### src/dpi_pkg.sv
/*
 * Shared constants and types for the memory device power-up tracker.
 * Assumes a single 100 MHz system clock and an APB register port.
 */
package dpi_pkg;

    // ****************************************************************
    // Command and address widths
    // ****************************************************************
    localparam int ADDR_W = 16;
    localparam int BANK_W = 3;
    localparam int COL_W  = 10;

    // Command codes, {cs_n, ras_n, cas_n, we_n}.
    localparam logic [3:0] CMD_MRS = 4'h0;
    localparam logic [3:0] CMD_REF = 4'h1;
    localparam logic [3:0] CMD_PRE = 4'h2;
    localparam logic [3:0] CMD_ACT = 4'h3;
    localparam logic [3:0] CMD_WR  = 4'h4;
    localparam logic [3:0] CMD_RD  = 4'h5;

    // Address bit positions.
    localparam int A_AP     = 10;
    localparam int A_DLLRST = 8;
    localparam int A_DLLDIS = 0;
    localparam int A_SEDQS  = 10;
    localparam int A_BT     = 3;
    localparam int A_OCD_LO = 7;

    // Bank codes that select the mode registers.
    localparam logic [2:0] BA_MR   = 3'h0;
    localparam logic [2:0] BA_EMR1 = 3'h1;
    localparam logic [2:0] BA_EMR2 = 3'h2;
    localparam logic [2:0] BA_EMR3 = 3'h3;

    localparam logic [2:0] BL_FOUR  = 3'h2;
    localparam logic [2:0] OCD_DFLT = 3'h7;
    localparam logic [2:0] OCD_EXIT = 3'h0;
    localparam logic [2:0] BL_LEN4  = 3'h3;
    localparam logic [2:0] BL_LEN8  = 3'h7;

    // Calibration may begin this many clocks after the DLL reset.
    localparam int         DLL_LOCK_CLKS = 200;
    localparam logic [7:0] DLL_LOCK_CNT  = 8'(DLL_LOCK_CLKS);
    localparam logic [1:0] MIN_REFRESH   = 2'h2;

    // ****************************************************************
    // APB register map
    // ****************************************************************
    localparam logic [11:0] REG_STATUS = 12'h000;
    localparam logic [11:0] REG_CTRL   = 12'h004;
    localparam logic [11:0] REG_MODE   = 12'h008;
    localparam logic [11:0] REG_EMR1   = 12'h00C;
    localparam logic [11:0] REG_ACCESS = 12'h010;
    localparam logic [31:0] CTRL_RST   = 32'h0000_0000;

    // One command as seen on the command and address pins.
    typedef struct packed {
        logic              cke;
        logic [3:0]        cmd;
        logic [BANK_W-1:0] ba;
        logic [ADDR_W-1:0] a;
    } dpi_cmd_t;

    typedef enum {
        ST_WAIT_CKE, ST_WAIT_PALL1, ST_WAIT_EMR1, ST_WAIT_MRDLL,
        ST_WAIT_PALL2, ST_WAIT_REF, ST_WAIT_MROP, ST_WAIT_OCD,
        ST_WAIT_OCDX, ST_READY, ST_BAD
    } dpi_state_t;

endpackage : dpi_pkg

### src/dpi_tracker.sv
/*
 * Device-side model of the power-up sequence and burst access decode.
 * Assumes the controller drives commands synchronous to I_SYS_CLK and
 * that software reads status and restarts the sequence tracker over APB.
 */
`timescale 1ns/1ns
module dpi_tracker
    import dpi_pkg::*;
(
    // Clock and reset.
    input  wire logic              I_SYS_CLK,
    input  wire logic              I_RST,
    // Command and address pins.
    input  wire logic              I_CKE,
    input  wire logic              I_CS_N,
    input  wire logic              I_RAS_N,
    input  wire logic              I_CAS_N,
    input  wire logic              I_WE_N,
    input  wire logic [BANK_W-1:0] I_BA,
    input  wire logic [ADDR_W-1:0] I_A,
    // APB slave.
    input  wire logic              I_PSEL,
    input  wire logic              I_PENABLE,
    input  wire logic              I_PWRITE,
    input  wire logic [11:0]       I_PADDR,
    input  wire logic [31:0]       I_PWDATA,
    output logic      [31:0]       O_PRDATA,
    output logic                   O_PREADY,
    output logic                   O_PSLVERR,
    // Device status.
    output logic                   O_READY,
    output logic                   O_DIFF_DQS,
    output logic                   O_BURST_VALID,
    output logic      [COL_W-1:0]  O_BURST_COL
);

    // ****************************************************************
    // Command decode
    // ****************************************************************
    dpi_cmd_t   c;
    dpi_state_t state_r;
    dpi_state_t state_nxt;
    logic       is_mrs, is_ref, is_pre, is_act, is_rd, is_wr, pall;
    logic [ADDR_W-1:0] mr_r, emr1_r;
    logic [1:0]  emr23_r;
    logic [1:0]  ref_cnt_r;
    logic [7:0]  lock_cnt_r;
    logic [3:0]  open_r;
    logic [ADDR_W-1:0] row_r [4];
    logic [31:0] ctrl_r;
    logic [2:0]  beat_r;
    logic [COL_W-1:0] start_r;
    logic        ap_r;
    logic        err_r;

    // Gather the pins and decode the command.
    assign c      = '{I_CKE, {I_CS_N, I_RAS_N, I_CAS_N, I_WE_N}, I_BA, I_A};
    assign is_mrs = c.cke && c.cmd == CMD_MRS;
    assign is_ref = c.cke && c.cmd == CMD_REF;
    assign is_pre = c.cke && c.cmd == CMD_PRE;
    assign is_act = c.cke && c.cmd == CMD_ACT;
    assign is_rd  = c.cke && c.cmd == CMD_RD;
    assign is_wr  = c.cke && c.cmd == CMD_WR;
    assign pall   = is_pre && c.a[A_AP];

    // ****************************************************************
    // Initialization sequencer
    // ****************************************************************
    // Walk the ordered steps; a wrong setting in an awaited command lands in the bad state, other commands are ignored.
    always_comb begin
        state_nxt = state_r;
        case (state_r)
            ST_WAIT_CKE:   if (c.cke) state_nxt = ST_WAIT_PALL1;
            ST_WAIT_PALL1: if (pall) state_nxt = ST_WAIT_EMR1;
            ST_WAIT_EMR1:
                // Registers two and three may still follow the DLL reset.
                if (is_mrs && c.ba == BA_EMR1) begin
                    state_nxt = !c.a[A_DLLDIS] ? ST_WAIT_MRDLL
                                               : ST_BAD;
                end
            ST_WAIT_MRDLL:
                if (is_mrs && c.ba == BA_MR) begin
                    state_nxt = c.a[A_DLLRST] ? ST_WAIT_PALL2
                                              : ST_BAD;
                end
            ST_WAIT_PALL2:
                if (pall) begin
                    state_nxt = (emr23_r == 2'b11) ? ST_WAIT_REF
                                                   : ST_BAD;
                end
            ST_WAIT_REF:
                if (is_mrs && c.ba == BA_MR) begin
                    state_nxt = (ref_cnt_r >= MIN_REFRESH &&
                                 !c.a[A_DLLRST]) ? ST_WAIT_OCD
                                                 : ST_BAD;
                end
            ST_WAIT_OCD:
                if (is_mrs && c.ba == BA_EMR1 &&
                    c.a[A_OCD_LO+:3] == OCD_DFLT) begin
                    state_nxt = (lock_cnt_r == '0) ? ST_WAIT_OCDX
                                                   : ST_BAD;
                end
            ST_WAIT_OCDX:
                if (is_mrs && c.ba == BA_EMR1 &&
                    c.a[A_OCD_LO+:3] == OCD_EXIT) begin
                    state_nxt = ST_READY;
                end
            ST_READY:      state_nxt = ST_READY;
            default:       state_nxt = ST_BAD;
        endcase
        // Clock enable must not drop before the sequence completes.
        if (state_r != ST_WAIT_CKE && state_r != ST_READY && !c.cke) begin
            state_nxt = ST_BAD;
        end
    end

    // State register.
    always_ff @(posedge I_SYS_CLK or posedge I_RST) begin
        if (I_RST) begin
            state_r <= ST_WAIT_CKE;
        end else if (ctrl_r[0]) begin
            state_r <= ST_WAIT_CKE;
        end else begin
            state_r <= state_nxt;
        end
    end

    // Mode register contents and extended register two/three marks.
    always_ff @(posedge I_SYS_CLK or posedge I_RST) begin
        if (I_RST) begin
            mr_r    <= '0;
            emr1_r  <= '0;
            emr23_r <= '0;
        end else if (ctrl_r[0]) begin
            // A restart forgets earlier marks so each run proves them.
            emr23_r <= '0;
        end else if (is_mrs) begin
            case (c.ba)
                BA_MR:   mr_r <= c.a;
                BA_EMR1: emr1_r <= c.a;
                BA_EMR2: emr23_r[0] <= 1'b1;
                BA_EMR3: emr23_r[1] <= 1'b1;
                default: emr1_r <= emr1_r;
            endcase
        end
    end

    // Refresh count after the second precharge-all.
    always_ff @(posedge I_SYS_CLK or posedge I_RST) begin
        if (I_RST) begin
            ref_cnt_r <= '0;
        end else if (state_r != ST_WAIT_REF) begin
            ref_cnt_r <= '0;
        end else if (is_ref && ref_cnt_r != MIN_REFRESH) begin
            ref_cnt_r <= ref_cnt_r + 2'h1;
        end
    end

    // DLL lock timer started by the DLL reset write.
    always_ff @(posedge I_SYS_CLK or posedge I_RST) begin
        if (I_RST) begin
            lock_cnt_r <= DLL_LOCK_CNT;
        end else if (is_mrs && c.ba == BA_MR && c.a[A_DLLRST]) begin
            lock_cnt_r <= DLL_LOCK_CNT - 8'h1;
        end else if (lock_cnt_r != '0) begin
            lock_cnt_r <= lock_cnt_r - 8'h1;
        end
    end

    // ****************************************************************
    // Bank and burst tracking
    // ****************************************************************
    // Per-bank open row, set by activate and cleared by precharge.
    for (genvar b = 0; b < 4; b++) begin : g_bank
        always_ff @(posedge I_SYS_CLK or posedge I_RST) begin
            if (I_RST) begin
                open_r[b] <= 1'b0;
                row_r[b]  <= '0;
            end else if (is_act && c.ba[1:0] == 2'(b)) begin
                open_r[b] <= 1'b1;
                row_r[b]  <= c.a;
            end else if (is_pre && (c.a[A_AP] ||
                                    c.ba[1:0] == 2'(b))) begin
                open_r[b] <= 1'b0;
            end else if ((is_rd || is_wr) && c.a[A_AP] &&
                         c.ba[1:0] == 2'(b)) begin
                open_r[b] <= 1'b0;
            end
        end
    end

    // Burst engine: column walks in sequential or interleaved order.
    always_ff @(posedge I_SYS_CLK or posedge I_RST) begin
        if (I_RST) begin
            beat_r        <= '0;
            start_r       <= '0;
            ap_r          <= 1'b0;
            err_r         <= 1'b0;
            O_BURST_VALID <= 1'b0;
            O_BURST_COL   <= '0;
        end else if ((is_rd || is_wr) && state_r == ST_READY) begin
            if (!open_r[c.ba[1:0]]) begin
                err_r <= 1'b1;
            end
            start_r       <= c.a[COL_W-1:0];
            ap_r          <= c.a[A_AP];
            beat_r        <= 3'h1;
            O_BURST_VALID <= 1'b1;
            O_BURST_COL   <= c.a[COL_W-1:0];
        end else if (O_BURST_VALID) begin
            // The beat count wraps after eight, so the end is masked.
            if ((beat_r & ((mr_r[2:0] == BL_FOUR) ? BL_LEN4 : BL_LEN8))
                    == '0) begin
                O_BURST_VALID <= 1'b0;
            end else begin
                beat_r <= beat_r + 3'h1;
                O_BURST_COL <= mr_r[A_BT]
                    ? (start_r ^ COL_W'(beat_r))
                    : {start_r[COL_W-1:3],
                       (mr_r[2:0] == BL_FOUR)
                         ? {start_r[2], start_r[1:0] + beat_r[1:0]}
                         : start_r[2:0] + beat_r};
            end
        end
    end

    // Status outputs.
    always_ff @(posedge I_SYS_CLK or posedge I_RST) begin
        if (I_RST) begin
            O_READY    <= 1'b0;
            O_DIFF_DQS <= 1'b0;
        end else begin
            O_READY    <= state_r == ST_READY;
            O_DIFF_DQS <= !emr1_r[A_SEDQS];
        end
    end

    // ****************************************************************
    // APB slave
    // ****************************************************************
    // Control register: bit 0 restarts the sequence tracker.
    always_ff @(posedge I_SYS_CLK or posedge I_RST) begin
        if (I_RST) begin
            ctrl_r <= CTRL_RST;
        end else if (I_PSEL && I_PENABLE && I_PWRITE &&
                     I_PADDR == REG_CTRL) begin
            ctrl_r <= I_PWDATA;
        end else begin
            ctrl_r[0] <= 1'b0;
        end
    end

    // Zero-wait answers; unmapped addresses give an error.
    always_ff @(posedge I_SYS_CLK or posedge I_RST) begin
        if (I_RST) begin
            O_PRDATA  <= '0;
            O_PREADY  <= 1'b0;
            O_PSLVERR <= 1'b0;
        end else begin
            O_PREADY  <= I_PSEL && !I_PENABLE;
            O_PSLVERR <= 1'b0;
            O_PRDATA  <= '0;
            if (I_PSEL && !I_PENABLE) begin
                case (I_PADDR)
                    REG_STATUS: O_PRDATA <= {20'h0_0000, err_r,
                        state_r == ST_BAD, open_r, 4'(state_r),
                        !emr1_r[A_SEDQS], state_r == ST_READY};
                    REG_CTRL:   O_PRDATA <= ctrl_r;
                    REG_MODE:   O_PRDATA <= {16'h0000, mr_r};
                    REG_EMR1:   O_PRDATA <= {16'h0000, emr1_r};
                    REG_ACCESS: O_PRDATA <= {19'h0_0000, ap_r,
                        2'h0, start_r};
                    default:    O_PSLVERR <= 1'b1;
                endcase
            end
        end
    end

endmodule : dpi_tracker

### config.mk
export PLATFORM = sky130hd
export DESIGN_NAME = dpi_tracker
export DESIGN_NICKNAME = d
export VERILOG_FILES = /design/src/dpi_pkg.sv /design/src/dpi_tracker.sv
export SDC_FILE = /design/constraint.sdc
export NUM_CORES = 1
export LEC_CHECK = 0
export BUFFER_PORTS_ARGS = -buffer_cell sky130_fd_sc_hd__buf_2
export CORE_MARGIN = 2
export CORE_UTILIZATION = 40
export DETAILED_ROUTE_END_ITERATION = 8
export PLACE_DENSITY_LB_ADDON = 0.05
export SYNTH_ARGS = -nofsm -noshare
export SYNTH_HDL_FRONTEND = slang
export SYNTH_SLANG_ARGS = --single-unit
### constraint.sdc
create_clock -name I_SYS_CLK -period 6.6 [get_ports I_SYS_CLK]
set_input_delay 1.32 -clock I_SYS_CLK [delete_from_list [all_inputs] [get_ports I_SYS_CLK]]
set_output_delay 1.32 -clock I_SYS_CLK [all_outputs]
set_load 0.05 [all_outputs]
==> results of run 1 <==
cell type report:
class                      count  area (µm²)
inverter                      14       57.56
sequential                   146        3657
clock inverter                12       203.9
tap                          220       275.3
multi-input combinational    378        2793
timing repair buffer         126       648.1
fill                        1534        8374
clock buffer                  20       456.7
power by group through the flow:
stage	combinational, µW	sequential [µW]	clock (µW)
after floorplan	151	1030	0
after global placement	235	1020	0
after detailed placement	243	1020	0
after CTS	244	1010	1090
after global routing	270	1020	1130
final	240	1010	1070
metrics by stage:
step	hold WS, ns	cells	area [µm²]
floorplan	0.4231	573	6670
global placement	0.4731	884	7431
detailed placement	0.4861	884	7431
CTS	0.4992	916	8092
global route	0.5151	916	8092
finish	0.4976	916	8092
flip-flops by register name, indices dropped and copies added, names as in the netlist:
signal,flops
open_r,4
ap_r,1
O_DIFF_DQS,1
state_r,4
emr23_r,2
mr_r,16
O_BURST_VALID,1
O_PSLVERR,1
lock_cnt_r,8
O_BURST_COL,10
O_READY,1
ref_cnt_r,2
err_r,1
O_PRDATA,32
O_PREADY,1
start_r,10
beat_r,3
ctrl_r,32
emr1_r,16
layout by cell type (no fill, tap or decap), types with 3 or more instances in the layout:
cell type	n
xor2_1	4
and3_1	19
clkbuf_16	17
a31oi_1	6
and2_1	3
dfstp_2	3
mux2i_1	12
xnor2_1	7
mux2_2	73
inv_1	13
and3b_1	5
a22oi_1	16
a21oi_1	32
buf_2	119
nor3_1	5
bufinv_16	5
o21ai_0	21
nor2b_1	11
buf_4	7
nor2_1	37
nand2_1	50
nand3_1	8
and4_1	5
ha_1	6
dfrtp_1	143
nor3b_1	6
clkinvlp_4	3
o22ai_1	3
nand2b_1	5
metal layers:
| layer | share of wire [%] | up-vias |
|---|---|---|
| met3 | 5.2 | 20 |
| met1 | 48 | 2400 |
| met5 | 0 | - |
| li1 | - | 2250 |
| met4 | 1.6 | 0 |
| met2 | 45 | 130 |
final timing paths:
path / endpoint / startpoint
setup / recovery: ctrl_r[13] / I_PADDR[9]
hold reg to reg: ctrl_r[24] / ctrl_r[24]
min in group asynchronous: O_PRDATA[20] / I_RST
hold / removal: ctrl_r[24] / ctrl_r[24]
setup reg to reg: O_BURST_COL[6] / state_r[2]
max in group asynchronous: emr1_r[10] / I_RST
cell families after synthesis:
family                   Yosys count  synth area share [%]
XOR/XNOR                          11                 1.444
adder cells (fa/ha/maj)            7                 1.426
flip-flops                       146                 54.83
AND/OR/NAND/NOR                  173                 14.46
buffers and inverters             49                 3.301
AO/OA/AOI/OAI                     98                 9.342
multiplexers                      89                 15.19
worst max-delay path, stage by stage:
cell	delay, ns
buf_2	0.10
nor4_1	0.54
and4_1	0.44
and2_1	0.19
and4_1	0.19
buf_4	0.39
mux2_2	0.39
==> summary.txt, run 1 <==
Pwr
  – Static leakage: 0.004053 µW
  – Worst VDD drop: 0.2024 mV
  – Comb power frac: 10.4%
  – Pwr/cell area: 286.3 nW/µm²
  – Clk pwr share: 46.1%
  – Total power: 2317 µW
  – Int Power: 1758 µW
  – Sequential share of power: 43.5%
  – Psw: 558.7 µW
  – Switching power share of the total: 24.12%

STA
  – Min Tclk post-route: 3.273 ns
  – Slew Viols, Final: 0
  – Worst slew margin: 45.52%
  – Final hold viol count: 0
  – Fin Setup TNS: 0 ns
  – RSZ-0062 raised after global routing: false
  – Worst-Margin Slew: 0.7967 ns
  – # setup viols final: 0
  – Final period util: 49.59%
  – Final WS setup: 3.327 ns
  – Fmax: 305.5 MHz
  – Clock skew: 0.007126 ns

Floorplanning
  – Std cell rows: 47
  – Horiz. Die Dim: 133.1 µm
  – Die area: 17,720 µm²
  – Starting Density: 40.51%
  – Die Ht: 133.1 µm
  – Num ports: 120
  – Core area: 16,470 µm²

Clock tree
  – Worst-path clk slew: 0.06 ns
  – CTS tree: built
  – CTS max path bufs: 2
  – Post-CTS Resized: 0
  – H-tree depth: 4
  – Setup Buffers After CTS: 0
  – Hold Buf Count CTS: 0
  – Clk Tree Root Cell: clkbuf_16
  – Total CTS buffers: 17
  – Sink Count: 146
  – Worst-Skew Late Latency: 0.42 ns

Detailed routing
  – Initial drt markers: 243
  – Routed len/inst: 18.20 µm
  – DRC Markers: 0
  – ANT nets after route: 0
  – Vias: 4,800
  – Final wirelength: 16,670 µm
  – Drt pass-1 iters: 5
  – Vias per cell: 5.240

Synth
  – Top FF cell, synth: dfrtp_1
  – Post-synthesis average cell area: 11.64 µm²
  – Async SR Flop Fraction: 100.0%
  – Largest area contributor in the netlist: dfrtp_1
  – Seq/Total Area, Yosys: 54.83%
  – Syn Nets: 653
  – Mapped Cells: 573
  – Synth top area share: 53.65%
  – Synth top area cells: dfrtp_1 54%, mux2_2 12%, nand2_1 2.8%
  – Mapped Area: 6670 µm²
  – Netlist cell types: 64
  – EDFF count, synth: 0
  – Most common library cells after synthesis: 143 x dfrtp_1, 73 x mux2_2, 50 x nand2_1
  – Yosys warns: 0
  – Synth Register Bits: 146
  – Top-count cell post-synth: dfrtp_1

Global route
  – Vias in the first global route: 4,883
  – Grt met1 use: 28.30%
  – Global-route wire length before repair: 26,910 µm
  – Initial antenna violation count: 0
  – Layer with the highest usage: met2
  – Gr ovfl total: 0
  – M2 GR Usage: 29.94%
  – Tot GR Track Use: 19.76%
  – Met3 usage in global routing: 4.186%
  – Largest net degree at the start of global routing: 89

Layout
  – Area Overhead vs Synth: 21.31%
  – Finished Core Util: 49.14%
  – Layout Nets: 763
  – Antenna diodes: 0
  – Share of cells above drive strength 1: 36.06%

Worst setup path
  – Crit path kind: input port to flop
  – Reg-to-reg slack, setup: 4.01 ns
  – Worst path arrival time: 3.57 ns
  – Element type at the critical path end: flop
  – Length in cells of the worst reg-to-reg path: 4
  – Startpoint types: input port
  – Crit-path max FO: 32
  – Worst path required time: 6.90 ns

Placement
  – Pre-CTS setup slack: 2.906 ns
  – Routability-driven placement congestion ratio: 0.8502
  – Dpl hpwl: 11,840 µm
  – Input/output buffers: 119

Min path
  – Hold path depth: 1
  – Class of the worst hold path: flop to flop

Flow run
  – Max-cap viol count: 0

Status
  – Status: complete, no violations
Note: power is estimated with default switching activity, not from simulation.
==> inputs of run 2 (changes only) <==
Settings changed: ABC_AREA from default to 1.
Clock period 6.6 ns to 2.88 ns, I/O delays scaled along.
==> run 2 against run 1 <==
Effect of this change:
- cell area up 2.8%
- non-clock buffer count is 6 higher
- critical endpoint is now O_PRDATA[5]
- total power rose to 2.6 times the previous value
- register-to-register slack worse by 3.1 ns
- critical path depth rose by 2
- highest routed layer unchanged
==> summary.txt, run 2 <==
Status
  – Status: complete, no violations

Worst setup path
  – Worst path arrival time: 2.29 ns
  – Reg2reg start: state_r[1]
  – Worst path required time: 3.22 ns
  – Element type at the critical path end: flop
  – Crit-path max FO: 29
  – Crit path to: O_PRDATA[5]
  – Crit path kind: input port to flop
  – CP max-delay cell: inv_1
  – Buf/Inv on CP: 3
  – Startpoint types: input port
  – Length in cells of the worst reg-to-reg path: 8
  – RR Endpoint: O_BURST_COL[5]
  – Most used cell, CP: a21oi_1
  – Crit path max-delay family: buffers and inverters
  – Crit-path cells: buf_2, nor2_1, nand2_1, nor2_4, buf_4, nand4_1, inv_1, a21oi_1, a21oi_1
  – Reg-to-reg slack, setup: 0.96 ns
  – Max incr delay on CP: 0.39 ns
  – Critical Path Start: I_PADDR[7]
  – Crit path depth: 9

Detailed routing
  – Vias per cell: 4.956
  – ANT nets after route: 0
  – DRC Markers: 0
  – Drt pass-1 iters: 5
  – Initial drt markers: 340
  – Vias: 5,764
  – Final wirelength: 17,290 µm
  – Routed len/inst: 14.86 µm

Clock tree
  – H-tree depth: 4
  – Post-CTS Resized: 0
  – Clk Tree Root Cell: clkbuf_16
  – CTS max path bufs: 2
  – Total CTS buffers: 17
  – CTS tree: built
  – Worst-path clk slew: 0.06 ns
  – Setup Buffers After CTS: 0
  – Worst-Skew Late Latency: 0.43 ns
  – Hold Buf Count CTS: 0
  – Sink Count: 146

Floorplanning
  – Starting Density: 41.15%
  – Std cell rows: 47
  – Die area: 18,180 µm²
  – Die Ht: 134.8 µm
  – Horiz. Die Dim: 134.8 µm
  – Num ports: 120
  – Core area: 16,640 µm²

STA
  – Final hold viol count: 0
  – Fmax: 513.4 MHz
  – Min Tclk post-route: 1.948 ns
  – Worst-Margin Slew: 0.7361 ns
  – Clock skew: 0.006022 ns
  – Fin Setup TNS: 0 ns
  – RSZ-0062 raised after global routing: false
  – Worst slew margin: 50.88%
  – # setup viols final: 0
  – Slew Viols, Final: 0
  – Final period util: 67.63%

Layout
  – Layout Nets: 1,010
  – Finished Core Util: 50.00%
  – Non-Filler Instances: 1,163
  – Most common cell after layout, fill and taps aside: nand2_1
  – Area Overhead vs Synth: 21.52%
  – Final Cell Area: 8322 µm²
  – Biggest regs: O_PRDATA: 32 flops, ctrl_r: 32 flops
  – Commonest non-fill, non-tap cells in the layout: 204 x nand2_1, 143 x dfrtp_1, 119 x buf_2, 98 x inv_1, 77 x nor2_1
  – Share of cells above drive strength 1: 23.12%
  – Fillers: 1,596
  – Antenna diodes: 0

Synth
  – Compound-Gate Fraction of Synth Area: 12.90%
  – Synth top area share: 52.26%
  – Xor/xnor cell area share of the yosys netlist: 0.5116%
  – Most common library cells after synthesis: 204 x nand2_1, 143 x dfrtp_1, 99 x inv_1
  – Top FF cell, synth: dfrtp_1
  – Yosys warns: 0
  – Largest family of logic cells by synthesized area: simple AND/OR/NAND/NOR gates
  – Async SR Flop Fraction: 100.0%
  – Synth Register Bits: 146
  – Adder-cell share of the synthesized area: 1.389%
  – Syn Nets: 887
  – Post-Synth Simple-Gate Area: 23.46%
  – EDFF count, synth: 0
  – Post-synthesis average cell area: 8.486 µm²
  – Top-count cell post-synth: nand2_1
  – Synth top area cells: dfrtp_1 52%, nand2_1 11%, inv_1 5.4%
  – Netlist cell types: 36
  – Seq/Total Area, Yosys: 53.41%
  – Mapped Cells: 807
  – Mapped Area: 6848 µm²
  – Largest area contributor in the netlist: dfrtp_1
  – Mux cell area share after synthesis: 0.1644%

Global route
  – Global-route wire length before repair: 28,450 µm
  – Largest net degree at the start of global routing: 64
  – Gr ovfl total: 0
  – Vias in the first global route: 5,692
  – Tot GR Track Use: 20.23%
  – Initial antenna violation count: 0

Placement
  – DP Area: 7666 µm²
  – Input/output buffers: 119
  – Routability-driven placement congestion ratio: 0.8695
  – Post-placement cell count: 1,131
  – Dpl hpwl: 12,890 µm

Pwr
  – Worst VDD drop: 0.4641 mV
  – Static leakage: 0.004350 µW
  – Pwr/cell area: 725.4 nW/µm²

Min path
  – Class of the worst hold path: input port to async pin

Flow run
  – Max-cap viol count: 0
==> run 2: cell count changes after synthesis, sizes merged, moves of 7 or more <==
cell / before / now
o21ai: 21 / 81
clkbuf: 24 / 4
inv: 14 / 100
and3: 19 / 0
mux2i: 12 / 0
mux2: 75 / 1
nor2b: 11 / 0
nand3: 8 / 69
a22oi: 16 / 2
nand2: 50 / 207
buf: 11 / 24
nand4: 1 / 8
nor2: 38 / 87
a21oi: 33 / 43
==> run 2: where the power goes <==
part | switching (µW) | internal [µW] | leakage [µW]
Clock | 910 | 1550 | 0.000312
Sequential | 214 | 2290 | 0.00195
Combinational | 695 | 372 | 0.00209
Total | 1820 | 4220 | 0.00435
==> run 2: worst reg2reg max path: stages (launching register included) <==
cell and delay (ns):
dfrtp_1 0.51, inv_1 0.12, nand2_1 0.11, nor2_2 0.19
nand2_2 0.14, buf_4 0.25, o21ai_0 0.36, nand2_1 0.11
nand2_1 0.07
==> run 2: stage by stage <==
stage,hold slack [ns],power (µW),setup slack (ns)
2_1_floorplan,0.4282,3292,0.4734
3_3_place_gp,0.4635,3576,0.5610
3_5_place_dp,0.4627,3610,0.4912
4_1_cts,0.1935,6094,0.9397
5_1_grt,0.2070,6380,0.7119
6_report,0.1827,6037,0.9322
==> run 2: cells by family (layout without fill, tap and decap cells) <==
family / Yosys count / in the layout
AO/OA/AOI/OAI: 143 / 143
AND/OR/NAND/NOR: 377 / 377
adder cells (fa/ha/maj): 7 / 7
flip-flops: 146 / 146
multiplexers: 1 / 1
XOR/XNOR: 4 / 4
buffers and inverters: 129 / 265
==> run 2: per-layer routing <==
metal	GRT usage (%)	up-vias	routed length (µm)
met4	7.719	0	273
met3	4.880	20	1090
met2	32.74	168	8335
met5	0	-	0
li1	-	2831	-
met1	26.37	2745	7587
==> run 2: worst min path at each step <==
stage | from | end | slack, ns | depth (start not counted)
4_1_cts | I_RST | O_PRDATA[5] | 0.19 | 2
3_5_place_dp | O_BURST_COL[9] | O_BURST_COL[9] | 0.46 | 2
6_report | I_RST | O_PRDATA[5] | 0.18 | 2
2_1_floorplan | emr1_r[10] | O_DIFF_DQS | 0.43 | 1
5_1_grt | I_RST | O_PRDATA[5] | 0.21 | 2
3_3_place_gp | O_BURST_COL[7] | O_BURST_COL[7] | 0.46 | 2
==> run 2: cell type report <==
type	instances	area (µm²)	share of cell area, %
multi-input cells	532	2631	31.62
clock buffers	18	429.2	5.157
inverters	101	384.1	4.616
repair buffers	132	718.2	8.630
well taps	220	275.3	3.308
flip-flops and latches	146	3657	43.95
clock inverters	14	226.5	2.721
==> inputs of run 3 (changes only) <==
Clock period 2.88 ns to 1.75 ns, I/O delays scaled along.
==> run 3 against run 2 <==
Effect of this change:
- critical path depth rose by 2
- via count rose by 1.6%
- total power up 62%
- critical path type is now flop to flop
- worst hold slack worse by 0.13 ns
- clock-buffer cell count fell by 1
- clock power grew 51%
- flip-flop and latch count unchanged
- utilization rose by 1.6 points
==> summary.txt, run 3 (same netlist as run 2, synthesis figures left out) <==
Clock tree
  – H-tree depth: 4
  – Hold Buf Count CTS: 0
  – CTS max path bufs: 2
  – Sink Count: 146
  – Clk Tree Root Cell: clkbuf_16
  – Total CTS buffers: 17
  – Worst-path clk slew: 0.06 ns
  – CTS tree: built
  – Worst-Skew Late Latency: 0.43 ns

Worst setup path
  – Worst path required time: 2.07 ns
  – Element type at the critical path end: flop
  – Crit-path max FO: 24
  – Worst path arrival time: 1.93 ns
  – Crit path kind: flop to flop
  – Startpoint types: flop

Floorplanning
  – Core area: 16,640 µm²
  – Starting Density: 41.15%
  – Die Ht: 134.8 µm
  – Num ports: 120
  – Std cell rows: 47
  – Horiz. Die Dim: 134.8 µm
  – Die area: 18,180 µm²

Detailed routing
  – Drt pass-1 iters: 5
  – Initial drt markers: 422
  – Vias: 5,858
  – Routed len/inst: 14.92 µm
  – Vias per cell: 4.919
  – DRC Markers: 0
  – ANT nets after route: 0
  – Final wirelength: 17,780 µm

Placement
  – Input/output buffers: 119
  – Dpl hpwl: 13,110 µm
  – Post-placement cell count: 1,158
  – Routability-driven placement congestion ratio: 0.8363
  – DP Area: 7969 µm²

Global route
  – Initial antenna violation count: 0
  – Largest net degree at the start of global routing: 76
  – Tot GR Track Use: 20.61%
  – Layer with the highest usage: met2
  – Gr ovfl total: 0
  – Grt met1 use: 25.98%
  – Global-route wire length before repair: 29,240 µm
  – Vias in the first global route: 5,868
  – Met3 usage in global routing: 5.480%
  – M2 GR Usage: 34.26%

Status
  – Status: complete, no violations

Pwr
  – Static leakage: 0.004494 µW
  – Worst VDD drop: 0.8064 mV
  – Total power: 9783 µW
  – Pwr/cell area: 1139 nW/µm²

Min path
  – Class of the worst hold path: input port to async pin

Layout
  – Layout Nets: 1,038
  – Antenna diodes: 0
  – Non-Filler Instances: 1,191
  – Most common cell after layout, fill and taps aside: nand2_1
  – Commonest non-fill, non-tap cells in the layout: 203 x nand2_1, 141 x dfrtp_1, 119 x buf_2, 98 x inv_1, 75 x nor2_1
  – Final Cell Area: 8591 µm²
  – Biggest regs: O_PRDATA: 32 flops, ctrl_r: 32 flops
  – Share of cells above drive strength 1: 25.95%
  – Area Overhead vs Synth: 25.45%

STA
  – Fin Setup TNS: 0 ns
  – Worst-Margin Slew: 0.5359 ns
  – Slew Viols, Final: 0
  – # setup viols final: 0
  – Final period util: 92.38%
  – Final hold viol count: 0
  – Clock skew: 0.01501 ns
  – Fmax: 618.6 MHz
  – Worst slew margin: 64.00%
  – RSZ-0062 raised after global routing: true
  – Min Tclk post-route: 1.617 ns

Flow run
  – Max-cap viol count: 0
run 3: worst paths after layout:
path,startpoint,to,slack (ns),cells after the start
max in group asynchronous,I_RST,lock_cnt_r[6],1.30,3
max reg2reg,state_r[1],O_BURST_COL[2],0.13,11
min,I_RST,ctrl_r[9],0.05,3
min in group I_SYS_CLK,I_PENABLE,O_PSLVERR,0.13,2
max,state_r[1],O_BURST_COL[2],0.13,11
min reg2reg,O_BURST_COL[4],O_BURST_COL[4],0.48,2
run 3: per-layer routing:
layer / part of all wire [%] / vias to the layer above / wire length, µm
met5: 0 / - / 0
met4: 2.1 / 0 / 365
met3: 5.5 / 28 / 977
met2: 49 / 153 / 8657
met1: 44 / 2781 / 7775
li1: - / 2896 / -
run 3: power by group:
part / internal, µW / total [µW] / switching (µW) / leakage (µW)
Clock: 2150 / 3710 / 1560 / 0.000287
Combinational: 741 / 1970 / 1230 / 0.00226
Sequential: 3780 / 4100 / 325 / 0.00195
Total: 6670 / 9780 / 3120 / 0.00449
run 3: layout make-up:
cell class                 count  area (µm²)
timing repair buffer         160        1028
inverter                     101       384.1
tap                          220       275.3
clock inverter                15       173.9
multi-input combinational    532        2644
sequential                   146        3660
clock buffer                  17       425.4
fill                        1568        8051
run 3: per-stage QoR:
stage	setup slack (ns)	util [%]	hold WS, ns
floorplan	-0.4306	-	0.4208
global placement	0.02319	47.88	0.4610
detailed placement	0.005993	47.88	0.4649
CTS	0.06145	51.48	0.07338
global route	-0.007084	51.62	0.08277
finish	0.1333	51.62	0.05325
run 3: worst max-delay path, cell delays in order, from the launching register on:
cell     delay, ns
dfrtp_2       0.44
inv_1         0.09
nand2_2       0.09
nor2_4        0.16
nand2_2       0.09
buf_12        0.18
nand2_1       0.11
inv_2         0.11
nand2_1       0.08
o21ai_1       0.06
inv_1         0.06
nand2_1       0.05
run 3: what timing repair did:
action,CTS,global route
setup buffers,0,1
endpoints found under the setup margin,0,7
gates resized for setup,0,6
hold endpoints to repair,0,0
